## src/core/crs_pkg.sv

```systemverilog
package crs_pkg;

  // ****************************************
  // timing
  // ****************************************
  localparam int CLK_PERIOD_NS = 8;
  // a silent fast oscillator is declared failed after this long
  localparam int OSC_FAIL_NS   = 2000;
  localparam logic [7:0] OSC_FAIL_CYC =
    8'(OSC_FAIL_NS / CLK_PERIOD_NS);
  // reset stretch, at least the minimum pin pulse
  localparam int RST_PULSE_NS  = 20000;
  localparam logic [11:0] RST_HOLD_CYC =
    12'((RST_PULSE_NS + CLK_PERIOD_NS - 1) / CLK_PERIOD_NS);
  // pin ignored briefly after release, covers our own drive echo
  localparam logic [2:0] PIN_GUARD_CYC = 3'h4;

  // ****************************************
  // register map
  // ****************************************
  localparam logic [31:0] ADR_CLK_CTL   = 32'h4002_1000;
  localparam logic [31:0] ADR_CLK_CFG   = 32'h4002_1004;
  localparam logic [31:0] ADR_CLK_INT   = 32'h4002_1008;
  localparam logic [31:0] ADR_BKP_CTL   = 32'h4002_1020;
  localparam logic [31:0] ADR_RST_CAUSE = 32'h4002_1024;
  localparam logic [31:0] ADR_PWR_CTL   = 32'h4000_7000;
  localparam logic [31:0] ADR_PWR_STS   = 32'h4000_7004;

  localparam int CTL_FAST_EN  = 16;
  localparam int CTL_FAST_BYP = 18;
  localparam int CTL_MON_EN   = 19;
  localparam int CTL_PLL_EN   = 24;
  localparam int CFG_SYS_SEL  = 0;
  localparam int CFG_SYS_STS  = 2;
  localparam int CFG_PLL_SRC  = 16;
  localparam int CFG_CKO_SEL  = 24;
  localparam int INT_FAIL_FLG = 7;
  localparam int INT_FAIL_CLR = 23;
  localparam int BKP_SLOW_EN  = 0;
  localparam int BKP_SLOW_BYP = 2;
  localparam int BKP_RTC_SEL  = 8;
  localparam int BKP_DOM_RST  = 16;
  localparam int CAUSE_CLR    = 24;
  localparam int CAUSE_LSB    = 26;
  localparam int PWR_LVD_EN   = 4;
  localparam int PWR_LVD_THR  = 5;
  localparam int PWR_LVD_RISE = 8;
  localparam int PWR_LVD_FALL = 9;
  localparam int STS_LVD_FLG  = 2;
  localparam int STS_LVD_PEND = 3;

  // cause flag positions, bit 0 lands on CAUSE_LSB
  localparam int CS_PIN = 0;
  localparam int CS_POR = 1;

  // synchroniser lanes
  localparam int SY_OSC  = 0;
  localparam int SY_XTAL = 1;
  localparam int SY_SPIN = 2;
  localparam int SY_SXT  = 3;
  localparam int SY_SYS  = 4;
  localparam int SY_RC   = 5;
  localparam int SY_PLL  = 6;
  localparam int SY_RESET_PIN_N = 7;
  localparam int SY_SUP  = 8;
  localparam int SY_LVD  = 10;

  typedef enum logic [1:0] {
    CRS_SYS_RC   = 2'b00,
    CRS_SYS_FAST = 2'b01,
    CRS_SYS_PLL  = 2'b10
  } crs_sys_t;

  typedef enum logic [1:0] {
    CRS_SW_FOLLOW = 2'b00,
    CRS_SW_OLD    = 2'b01,
    CRS_SW_NEW    = 2'b10
  } crs_sw_st_t;

  typedef struct packed {
    logic [31:0] addr;
    logic [31:0] wdata;
    logic        wr;
    logic        rd;
  } crs_bus_t;

  typedef struct packed {
    logic lowpwr;
    logic wwdg;
    logic iwdg;
    logic sw;
  } crs_rst_req_t;

  typedef struct packed {
    crs_sw_st_t st;
    logic       on;
    logic [1:0] idx;
    logic       new_prev;
    logic       out;
  } crs_sw_t;

  typedef struct packed {
    logic [17:0] sy1;
    logic [17:0] sy2;
    logic        fast_en;
    logic        fast_byp;
    logic        mon_en;
    logic        pll_en;
    logic        pll_src;
    crs_sys_t    sys_sel;
    logic [2:0]  cko_sel;
    logic        fail_flag;
    logic        slow_en;
    logic        slow_byp;
    logic [1:0]  rtc_sel;
    logic        bkp_rst;
    logic        lvd_en;
    logic [2:0]  lvd_thr;
    logic        lvd_rise;
    logic        lvd_fall;
    logic        lvd_prev;
    logic        lvd_pend;
    logic        lvd_irq;
    logic [5:0]  cause;
    logic        fast_prev;
    logic [7:0]  mon_cnt;
    logic        pll_prev;
    logic        pll_half;
    logic [11:0] rst_cnt;
    logic [2:0]  guard;
    logic        pwr_act;
    logic        sys_act;
    logic [31:0] rdata;
  } crs_core_t;

endpackage

```

## src/core/crs_ckout_switch.sv

```systemverilog
`timescale 1ns/1ps
module crs_ckout_switch
  import crs_pkg::*;
(
  input  wire logic       sys_clk,
  input  wire logic       rst_b,
  input  wire logic [3:0] src,
  input  wire logic [2:0] sel,
  output logic            clk_out
);

  crs_sw_t r;
  crs_sw_t n;
  logic    want_on;
  logic    cur_lvl;
  logic    new_lvl;
  logic    differ;

  // ****************************************
  // glitch-free source change
  // ****************************************
  // the old source is let finish its high phase, the output then
  // rests low until the new source falls, so no runt pulse appears
  assign want_on = sel[2];
  assign cur_lvl = r.on & src[r.idx];
  assign new_lvl = want_on & src[sel[1:0]];
  assign differ  = (want_on != r.on) | (want_on & (sel[1:0] != r.idx));

  always_comb begin
    n = r;
    n.new_prev = new_lvl;
    n.out = cur_lvl;
    case (r.st)
      CRS_SW_FOLLOW: begin
        if (differ) n.st = CRS_SW_OLD;
      end
      CRS_SW_OLD: begin
        if (!cur_lvl) begin
          n.on = 1'b0;
          n.out = 1'b0;
          n.st = want_on ? CRS_SW_NEW : CRS_SW_FOLLOW;
        end
      end
      CRS_SW_NEW: begin
        n.out = 1'b0;
        if (!want_on) begin
          n.st = CRS_SW_FOLLOW;
        end else if (r.new_prev && !new_lvl) begin
          n.on = 1'b1;
          n.idx = sel[1:0];
          n.st = CRS_SW_FOLLOW;
        end
      end
      default: n.st = CRS_SW_FOLLOW;
    endcase
  end

  always_ff @(posedge sys_clk or negedge rst_b) begin
    if (!rst_b) r <= '0;
    else r <= n;
  end

  assign clk_out = r.out;
endmodule

```

## src/core/crs_supervisor.sv

```systemverilog
// Behaviour
// fast bypass bit takes the fast clock straight from the oscillator pin
// slow bypass bit takes the slow clock straight from its input pin
// 3-bit clock output select; top bit clear gives no clock
// software enables the monitor only after fast oscillator start-up
// a detected fast oscillator failure switches that oscillator off
// a failure sets the oscillator-failure flag and raises an event
// the failure interrupt goes to the non-maskable interrupt
// failure while fast clock feeds system clock falls back to RC
// failure while fast clock feeds the PLL switches the PLL off
// software reselects the real-time clock source after a failure
// power, system and backup resets; power spares the backup domain
// reset pin is driven low through any power or system reset
// supply below threshold forces a power reset
// low-voltage detection only when enabled, threshold from 3-bit field
// low-voltage event shows in status and on interrupt line 16
// line 16 interrupt on rising, falling or both edges as configured
// reset causes held in cause register; only power reset clears them
// writing the clear bit wipes all reset-cause flags
// an external source holds the reset pin low at least 20 us
// one sticky flag per reset source until cleared
// clock output changes source without truncated pulses
`timescale 1ns/1ps
module crs_supervisor
  import crs_pkg::*;
(
  input  wire logic       sys_clk,
  input  wire logic       rst_b,
  input  crs_bus_t        bus_req,
  output logic [31:0]     bus_rdata,
  input  wire logic       osc_input_pin,
  input  wire logic       fast_xtal_clk,
  output logic            fast_osc_amp_en,
  output logic            fast_ext_clock,
  input  wire logic       slow_osc_input_pin,
  input  wire logic       slow_xtal_clk,
  output logic            slow_osc_amp_en,
  output logic            slow_ext_clock,
  input  wire logic       system_clock,
  input  wire logic       internal_rc_clock,
  input  wire logic       pll_clock,
  output logic            pll_en,
  output logic            pll_src_fast,
  output crs_sys_t        sys_clk_sel,
  output logic [1:0]      rtc_clk_sel,
  output logic            clock_out,
  output logic            osc_fail_nmi,
  input  wire logic       supply_low,
  input  wire logic       reset_pin_in,
  output logic            reset_pin_out,
  output logic            reset_pin_oe,
  output logic            power_reset_b,
  output logic            system_reset_b,
  output logic            backup_reset_b,
  input  crs_rst_req_t    rst_req,
  input  wire logic [7:0] lvd_cmp,
  output logic [2:0]      low_volt_threshold,
  output logic            low_volt_detect_en,
  output logic            lvd_line16,
  output logic            lvd_irq_line16
);

  crs_core_t  r;
  crs_core_t  n;
  logic       fclk;
  logic       mon_on;
  logic       osc_fail;
  logic       lvd_lvl;
  logic       in_rst;
  logic [5:0] src;
  logic [2:0] dsel;
  logic [7:0] taps;

  // ****************************************
  // address decode
  // ****************************************
  // shared by the write and the read path; 0 means unmapped
  function automatic logic [2:0] crs_decode(input logic [31:0] a);
    case (a)
      ADR_CLK_CTL:   crs_decode = 3'h1;
      ADR_CLK_CFG:   crs_decode = 3'h2;
      ADR_CLK_INT:   crs_decode = 3'h3;
      ADR_BKP_CTL:   crs_decode = 3'h4;
      ADR_RST_CAUSE: crs_decode = 3'h5;
      ADR_PWR_CTL:   crs_decode = 3'h6;
      ADR_PWR_STS:   crs_decode = 3'h7;
      default:       crs_decode = 3'h0;
    endcase
  endfunction

  // ****************************************
  // derived levels
  // ****************************************
  // only the second synchroniser stage is looked at
  assign fclk = r.fast_byp ? r.sy2[SY_OSC] : r.sy2[SY_XTAL];
  assign mon_on = r.mon_en & r.fast_en;
  // no edge for the whole window while monitored: oscillator is dead
  assign osc_fail = mon_on & (fclk == r.fast_prev) &
                    (r.mon_cnt == OSC_FAIL_CYC - 8'h01);
  assign taps = r.sy2[SY_LVD +: 8];
  assign lvd_lvl = r.lvd_en & taps[r.lvd_thr];
  assign in_rst = r.pwr_act | r.sys_act;
  assign dsel = crs_decode(bus_req.addr);
  // pin counts as a cause only when we are not the one pulling it
  assign src = {rst_req.lowpwr, rst_req.wwdg, rst_req.iwdg, rst_req.sw,
                1'b0,
                ~r.sy2[SY_RESET_PIN_N] & (r.guard == 3'h0) & ~in_rst};

  // ****************************************
  // next state
  // ****************************************
  always_comb begin
    n = r;
    n.sy1 = {lvd_cmp, 1'b0, supply_low, reset_pin_in, pll_clock,
             internal_rc_clock, system_clock, slow_xtal_clk,
             slow_osc_input_pin, fast_xtal_clk, osc_input_pin};
    n.sy2 = r.sy1;
    n.bkp_rst = 1'b0;

    // software writes; ignored while the core is held in reset
    if (bus_req.wr && !in_rst) begin
      case (dsel)
        3'h1: begin
          n.fast_en  = bus_req.wdata[CTL_FAST_EN];
          n.fast_byp = bus_req.wdata[CTL_FAST_BYP];
          n.mon_en   = bus_req.wdata[CTL_MON_EN];
          n.pll_en   = bus_req.wdata[CTL_PLL_EN];
        end
        3'h2: begin
          // the unused encoding keeps the current source
          if (bus_req.wdata[CFG_SYS_SEL +: 2] != 2'b11)
            n.sys_sel = crs_sys_t'(bus_req.wdata[CFG_SYS_SEL +: 2]);
          n.pll_src = bus_req.wdata[CFG_PLL_SRC];
          n.cko_sel = bus_req.wdata[CFG_CKO_SEL +: 3];
        end
        3'h3: begin
          if (bus_req.wdata[INT_FAIL_CLR]) n.fail_flag = 1'b0;
        end
        3'h4: begin
          n.slow_en  = bus_req.wdata[BKP_SLOW_EN];
          n.slow_byp = bus_req.wdata[BKP_SLOW_BYP];
          n.rtc_sel  = bus_req.wdata[BKP_RTC_SEL +: 2];
          if (bus_req.wdata[BKP_DOM_RST]) begin
            n.slow_en  = 1'b0;
            n.slow_byp = 1'b0;
            n.rtc_sel  = 2'b00;
            n.bkp_rst  = 1'b1;
          end
        end
        3'h5: begin
          if (bus_req.wdata[CAUSE_CLR]) n.cause = 6'h00;
        end
        3'h6: begin
          n.lvd_en   = bus_req.wdata[PWR_LVD_EN];
          n.lvd_thr  = bus_req.wdata[PWR_LVD_THR +: 3];
          n.lvd_rise = bus_req.wdata[PWR_LVD_RISE];
          n.lvd_fall = bus_req.wdata[PWR_LVD_FALL];
        end
        3'h7: begin
          if (bus_req.wdata[STS_LVD_PEND]) n.lvd_pend = 1'b0;
        end
        default: n.lvd_pend = n.lvd_pend;
      endcase
    end

    // fast oscillator monitor; software is trusted to enable it only
    // once the oscillator has started, else start-up looks like a fault
    n.fast_prev = fclk;
    if (!mon_on || fclk != r.fast_prev) n.mon_cnt = 8'h00;
    else n.mon_cnt = r.mon_cnt + 8'h01;
    if (osc_fail) begin
      n.fast_en = 1'b0;
      n.fail_flag = 1'b1;
      if (r.sys_sel == CRS_SYS_FAST ||
          (r.sys_sel == CRS_SYS_PLL && r.pll_src))
        n.sys_sel = CRS_SYS_RC;
      if (r.pll_src) n.pll_en = 1'b0;
      // the real-time clock selection is left alone on purpose
    end

    // pll divided by two on rising edges of the sampled pll clock
    n.pll_prev = r.sy2[SY_PLL];
    if (r.sy2[SY_PLL] && !r.pll_prev) n.pll_half = ~r.pll_half;

    // low-voltage level, edge interrupt for line 16
    n.lvd_prev = lvd_lvl;
    n.lvd_irq = (lvd_lvl & ~r.lvd_prev & r.lvd_rise) |
                (~lvd_lvl & r.lvd_prev & r.lvd_fall);
    if (n.lvd_irq) n.lvd_pend = 1'b1;

    // reset sequencer: stretch, then release with a pin guard
    if (r.guard != 3'h0) n.guard = r.guard - 3'h1;
    if (in_rst) begin
      if (r.rst_cnt != 12'h000) begin
        n.rst_cnt = r.rst_cnt - 12'h001;
      end else begin
        n.pwr_act = 1'b0;
        n.sys_act = 1'b0;
        n.guard = PIN_GUARD_CYC;
      end
    end
    if (|src && !r.pwr_act) begin
      n.sys_act = 1'b1;
      n.rst_cnt = RST_HOLD_CYC;
      n.cause = n.cause | src;
    end
    // a low supply keeps reloading the stretch until it recovers
    if (r.sy2[SY_SUP]) begin
      n.pwr_act = 1'b1;
      n.rst_cnt = RST_HOLD_CYC;
    end
    if (r.pwr_act) begin
      n.cause = 6'h00;
      n.cause[CS_POR] = 1'b1;
    end

    // a power or system reset returns the non-backup controls to their defaults
    if (in_rst) begin
      n.fast_en   = 1'b0;
      n.fast_byp  = 1'b0;
      n.mon_en    = 1'b0;
      n.pll_en    = 1'b0;
      n.pll_src   = 1'b0;
      n.sys_sel   = CRS_SYS_RC;
      n.cko_sel   = 3'h0;
      n.fail_flag = 1'b0;
      n.lvd_en    = 1'b0;
      n.lvd_thr   = 3'h0;
      n.lvd_rise  = 1'b0;
      n.lvd_fall  = 1'b0;
      n.lvd_pend  = 1'b0;
    end

    // read data stand only in the cycle after the strobe
    n.rdata = 32'h0000_0000;
    if (bus_req.rd) begin
      case (dsel)
        3'h1: begin
          n.rdata[CTL_FAST_EN]  = r.fast_en;
          n.rdata[CTL_FAST_BYP] = r.fast_byp;
          n.rdata[CTL_MON_EN]   = r.mon_en;
          n.rdata[CTL_PLL_EN]   = r.pll_en;
        end
        3'h2: begin
          n.rdata[CFG_SYS_SEL +: 2] = r.sys_sel;
          n.rdata[CFG_SYS_STS +: 2] = r.sys_sel;
          n.rdata[CFG_PLL_SRC]      = r.pll_src;
          n.rdata[CFG_CKO_SEL +: 3] = r.cko_sel;
        end
        3'h3: n.rdata[INT_FAIL_FLG] = r.fail_flag;
        3'h4: begin
          n.rdata[BKP_SLOW_EN]      = r.slow_en;
          n.rdata[BKP_SLOW_BYP]     = r.slow_byp;
          n.rdata[BKP_RTC_SEL +: 2] = r.rtc_sel;
        end
        3'h5: n.rdata[CAUSE_LSB +: 6] = r.cause;
        3'h6: begin
          n.rdata[PWR_LVD_EN]       = r.lvd_en;
          n.rdata[PWR_LVD_THR +: 3] = r.lvd_thr;
          n.rdata[PWR_LVD_RISE]     = r.lvd_rise;
          n.rdata[PWR_LVD_FALL]     = r.lvd_fall;
        end
        3'h7: begin
          n.rdata[STS_LVD_FLG]  = r.lvd_prev;
          n.rdata[STS_LVD_PEND] = r.lvd_pend;
        end
        default: n.rdata = 32'h0000_0000;
      endcase
    end
  end

  // ****************************************
  // state register
  // ****************************************
  // block reset starts a full power-on sequence after release
  always_ff @(posedge sys_clk or negedge rst_b) begin
    if (!rst_b) begin
      r <= '0;
      r.pwr_act <= 1'b1;
      r.rst_cnt <= RST_HOLD_CYC;
    end else begin
      r <= n;
    end
  end

  // ****************************************
  // clock output
  // ****************************************
  // sources are sampled at sys_clk, so only clocks well below half
  // of sys_clk come out with a faithful shape
  crs_ckout_switch u_ckout (
    .sys_clk (sys_clk),
    .rst_b   (rst_b),
    .src     ({r.pll_half, fclk, r.sy2[SY_RC], r.sy2[SY_SYS]}),
    .sel     (r.cko_sel),
    .clk_out (clock_out)
  );

  // ****************************************
  // outputs
  // ****************************************
  assign bus_rdata          = r.rdata;
  assign fast_osc_amp_en    = r.fast_en & ~r.fast_byp;
  assign fast_ext_clock     = r.fast_en & fclk;
  assign slow_osc_amp_en    = r.slow_en & ~r.slow_byp;
  assign slow_ext_clock     = r.slow_en &
    (r.slow_byp ? r.sy2[SY_SPIN] : r.sy2[SY_SXT]);
  assign pll_en             = r.pll_en;
  assign pll_src_fast       = r.pll_src;
  assign sys_clk_sel        = r.sys_sel;
  assign rtc_clk_sel        = r.rtc_sel;
  assign osc_fail_nmi       = r.fail_flag;
  assign reset_pin_out      = 1'b0;
  assign reset_pin_oe       = in_rst;
  assign power_reset_b      = ~r.pwr_act;
  assign system_reset_b     = ~in_rst;
  assign backup_reset_b     = ~r.bkp_rst;
  assign low_volt_threshold = r.lvd_thr;
  assign low_volt_detect_en = r.lvd_en;
  assign lvd_line16         = r.lvd_prev;
  assign lvd_irq_line16     = r.lvd_irq;
endmodule

```

## config.mk

```make
export PLATFORM = sky130hd
export DESIGN_NAME = crs_supervisor
export DESIGN_NICKNAME = d
export VERILOG_FILES = /design/src/core/crs_pkg.sv /design/src/core/crs_ckout_switch.sv /design/src/core/crs_supervisor.sv
export SDC_FILE = /design/constraint.sdc
export NUM_CORES = 1
export LEC_CHECK = 0
export BUFFER_PORTS_ARGS = -buffer_cell sky130_fd_sc_hd__buf_2
export CORE_ASPECT_RATIO = 1.1
export CORE_MARGIN = 1
export CORE_UTILIZATION = 25
export CTS_BUF_LIST = sky130_fd_sc_hd__clkbuf_16
export DETAILED_ROUTE_END_ITERATION = 8
export PLACE_DENSITY = 0.41
export SETUP_SLACK_MARGIN = 0.2
export SLEW_MARGIN = 0
export SYNTH_ARGS = -nofsm -noshare
export SYNTH_HDL_FRONTEND = slang
export SYNTH_SLANG_ARGS = --single-unit
```

## constraint.sdc

```tcl
create_clock -name sys_clk -period 2.2 [get_ports sys_clk]
set_input_delay 0 -clock sys_clk [delete_from_list [all_inputs] [get_ports sys_clk]]
set_output_delay 0 -clock sys_clk [all_outputs]
set_load 0.01 [all_outputs]
```

==> flow_summary.yaml <==
cells_and_area:
  final_cell_mix: "dfrtp_1 (115), buf_2 (115), nor2_1 (42)"
  final_nets: 728
  fin_util: 0.342
  drive_above_1_share: 0.318
  fill_cells: 2178
  antenna_cells: 0
  final_cell_area_um2: 7310
  layout-area-overhead-vs-synth_pct: 33.8
cts:
  cts.reportedPaths.clkPinSlew_ns: 0.06
  numClockSinks: 121
  clock-root-buffer: "clkbuf_16"
  clock_path_buffers: 2
  cts_tree: "built"
  cts-buffers-inserted: 17
  htreeDepth: 4
  clk_latency_ns: 0.42
timing:
  holdWs_ns: 0.0310
  hold_viol: 0
  setup_tns_ns: 0
  worst_clock_skew_ns: 0.00645
  worstMarginPinSlew_ns: 0.668
  finalCritPeriodShare: 0.875
  setup_viol: 0
  slew_violations: 0
  slew_headroom: 0.555
  fmax_ghz: 0.520
  timing.final.crit_period_ns: 1.92
  rsz0062_at_grt: "true"
critical_path:
  rrSetupSlack_ns: 0.28
  cp.required_ns: 2.50
  r2r_cells: 4
  crit_type: "reg2reg"
  startpoint_type: "register"
  critPathArrivalTime_ns: 2.22
  crit_fanout: 5
  max_stage_delay_ns: 0.52
  path_cells: "mux2_4, mux4_2, nor2_2, mux2_2"
  reg2reg_to: "u_ckout.r[2]"
  r2r_start: "r[89]"
  critPathCaptureType: "register"
  crit_path_end: "u_ckout.r[2]"
  crit_start: "r[89]"
  crit_slowest_cell: "mux4_2"
floorplanning:
  io_pins: 144
  die_h_um: 157
  core_area_um2: 21400
  die_w_um: 143
  fp.dieArea_um2: 22500
  initial_utilization: 0.256
  floorplan.rows: 56
yosys:
  synth_edf_count: 0
  syn_avg_cell_area_um2: 11.3
  syn-cell-area_um2: 5470
  synthFlopType: "dfrtp_1"
  synth_seq_cells: 121
  synth_cells: 484
  yosysSeqAreaShare: 0.555
  async_flop_share: 1.00
  ys_warn_count: 0
  ys_types: 59
global_route:
  antenna_found_initial: 1
  grt_pass1_vias: 4000
  grt.overflow.total: 0
  grt_pass1_wl_mm: 21.6
  grt_max_degree: 49
  track_usage: 0.130
worst_hold_path:
  hold_class: "in2reg"
routing:
  wl_mm: 13.8
  routedWlPerCell_um: 14.8
  drc: 0
  ant_nets: 0
  vias: 4014
  dr.pass1.iters: 4
  viasPerCell: 4.28
  drtIter0Drc: 142
pwr:
  power_leakage_nw: 3.40
  comb_power_share: 0.061
  swShare: 0.235
  vdd_drop_max_mv: 0.486
  p_clk_frac: 0.520
  power.net_switching_mw: 1.31
  seq_power_share: 0.420
  p_int_mw: 4.26
  power.density_nw_per_um2: 763
placement:
  place_congestion: 0.778
  portBuffers: 116
  dp_hpwl_mm: 10.3
  dpl-instance-area_um2: 6250
run_status:
  outcome: "completed"
run:
  drv_cap: 0
cell type report:
type                            instances  area, um2  share of cell area
Inverter                               18       68.8             0.00941
Multi-Input combinational cell        302       2090               0.286
Timing Repair Buffer                  174       1140               0.156
Sequential cell                       121       3040               0.415
Clock buffer                           17        425              0.0582
Clock inverter                         15        189              0.0258
Tap cell                              290        363              0.0496
worst max-delay path, delay by kind of cell, from the launching register on:
| kind | cells | cell delay [ns] |
|---|---|---|
| multiplexers | 3 | 1.22 |
| flip-flops | 1 | 0.41 |
| AND/OR/NAND/NOR | 1 | 0.18 |
stage by stage:
step | power [mW] | setup WS (ns) | instances
finish | 5.58 | 0.275 | 937
global route | 5.82 | 0.171 | 937
CTS | 5.66 | 0.221 | 935
detailed placement | 2.66 | 0.0914 | 864
global placement | 2.65 | 0.115 | 864
floorplan | 2.49 | 0.225 | 495
how the worst min path moves through the flow:
stage	start	endpoint	slack [ns]	depth (start not counted)
finish	bus_req[36]	bus_rdata[3]	0.03	2
floorplan	rst_b	bus_rdata[0]	-0.30	0
CTS	bus_req[36]	bus_rdata[3]	0.01	2
global route	bus_req[36]	bus_rdata[3]	0.02	2
global placement	rst_b	n[97]	0.08	1
detailed placement	rst_b	n[97]	0.09	1
timing repair:
action / CTS / global route
hold buffers: 39 / 0
endpoints found under the setup margin: 5 / 6
pin swaps: 0 / 1
hold endpoints to repair: 88 / 0
cloned: 0 / 0
buffers inserted: 0 / 2
gates resized for setup: 2 / 5
registers in the layout, summed over array words and instances, names as in the netlist:
name and count:
sys_clk_sel 2, bus_rdata 21, osc_fail_nmi 1, rtc_clk_sel 2, lvd_irq_line16 1, u_ckout.clk_out 1, u_ckout.r 6, pll_src_fast 1
r 62, low_volt_detect_en 1, pll_en 1, lvd_line16 1, n 18, low_volt_threshold 3
synth_stat cells (2+ instances only):
cell | instances | area share
and3_1 | 2 | 0.0023
o211ai_1 | 5 | 0.0069
or4_4 | 2 | 0.0041
o2111ai_1 | 2 | 0.0032
and2_1 | 16 | 0.018
xnor2_1 | 8 | 0.013
nand2_1 | 22 | 0.015
clkbuf_1 | 11 | 0.0076
nor4_1 | 9 | 0.010
nor2_1 | 43 | 0.030
a21o_1 | 2 | 0.0027
or3_4 | 2 | 0.0041
nand3_1 | 11 | 0.010
o21ai_0 | 12 | 0.011
and4_1 | 2 | 0.0032
inv_1 | 17 | 0.012
nor4b_1 | 4 | 0.0064
mux2_2 | 8 | 0.016
o221a_1 | 2 | 0.0041
nand4b_1 | 3 | 0.0048
mux2i_1 | 20 | 0.037
a22o_1 | 3 | 0.0048
a32oi_1 | 3 | 0.0048
or3b_2 | 2 | 0.0032
nor3_1 | 12 | 0.011
xor2_1 | 8 | 0.013
buf_1 | 2 | 0.0014
nand3b_1 | 3 | 0.0041
buf_4 | 40 | 0.055
nand2b_1 | 4 | 0.0046
a21oi_1 | 15 | 0.014
o41ai_1 | 8 | 0.013
ha_1 | 5 | 0.011
nor2b_1 | 9 | 0.010
nor3b_1 | 3 | 0.0041
dfrtp_1 | 115 | 0.53
or2_2 | 6 | 0.0069
or2_1 | 2 | 0.0023
nand4_1 | 6 | 0.0069
mux4_2 | 4 | 0.016
nor3_2 | 2 | 0.0037
dfstp_2 | 6 | 0.029
or3_1 | 7 | 0.0080
power groups by stage:
stage	clock network, mW	registers (mW)	logic [mW]
global route	3.09	2.34	0.380
finish	2.90	2.34	0.339
detailed placement	0	2.37	0.285
CTS	2.99	2.33	0.343
floorplan	0	2.36	0.132
global placement	0	2.37	0.282
cells by family after synthesis:
logic type / after synthesis / share of synthesized area
fa+ha+maj: 5 / 0.0114
xor+xnor: 16 / 0.0256
simple gates: 176 / 0.182
flops: 121 / 0.555
other cells: 1 / 0.000686
compound gates: 61 / 0.0783
buf+inv: 72 / 0.0772
mux: 32 / 0.0696
routing by layer:
layer	global-route usage	part of all wire	wire length, um
met3	0.0332	0.039	535
met5	0	0.00094	13
met2	0.227	0.52	7150
met4	0.0492	0.014	195
met1	0.151	0.43	5940
Note: power is estimated with default switching activity, not from simulation.
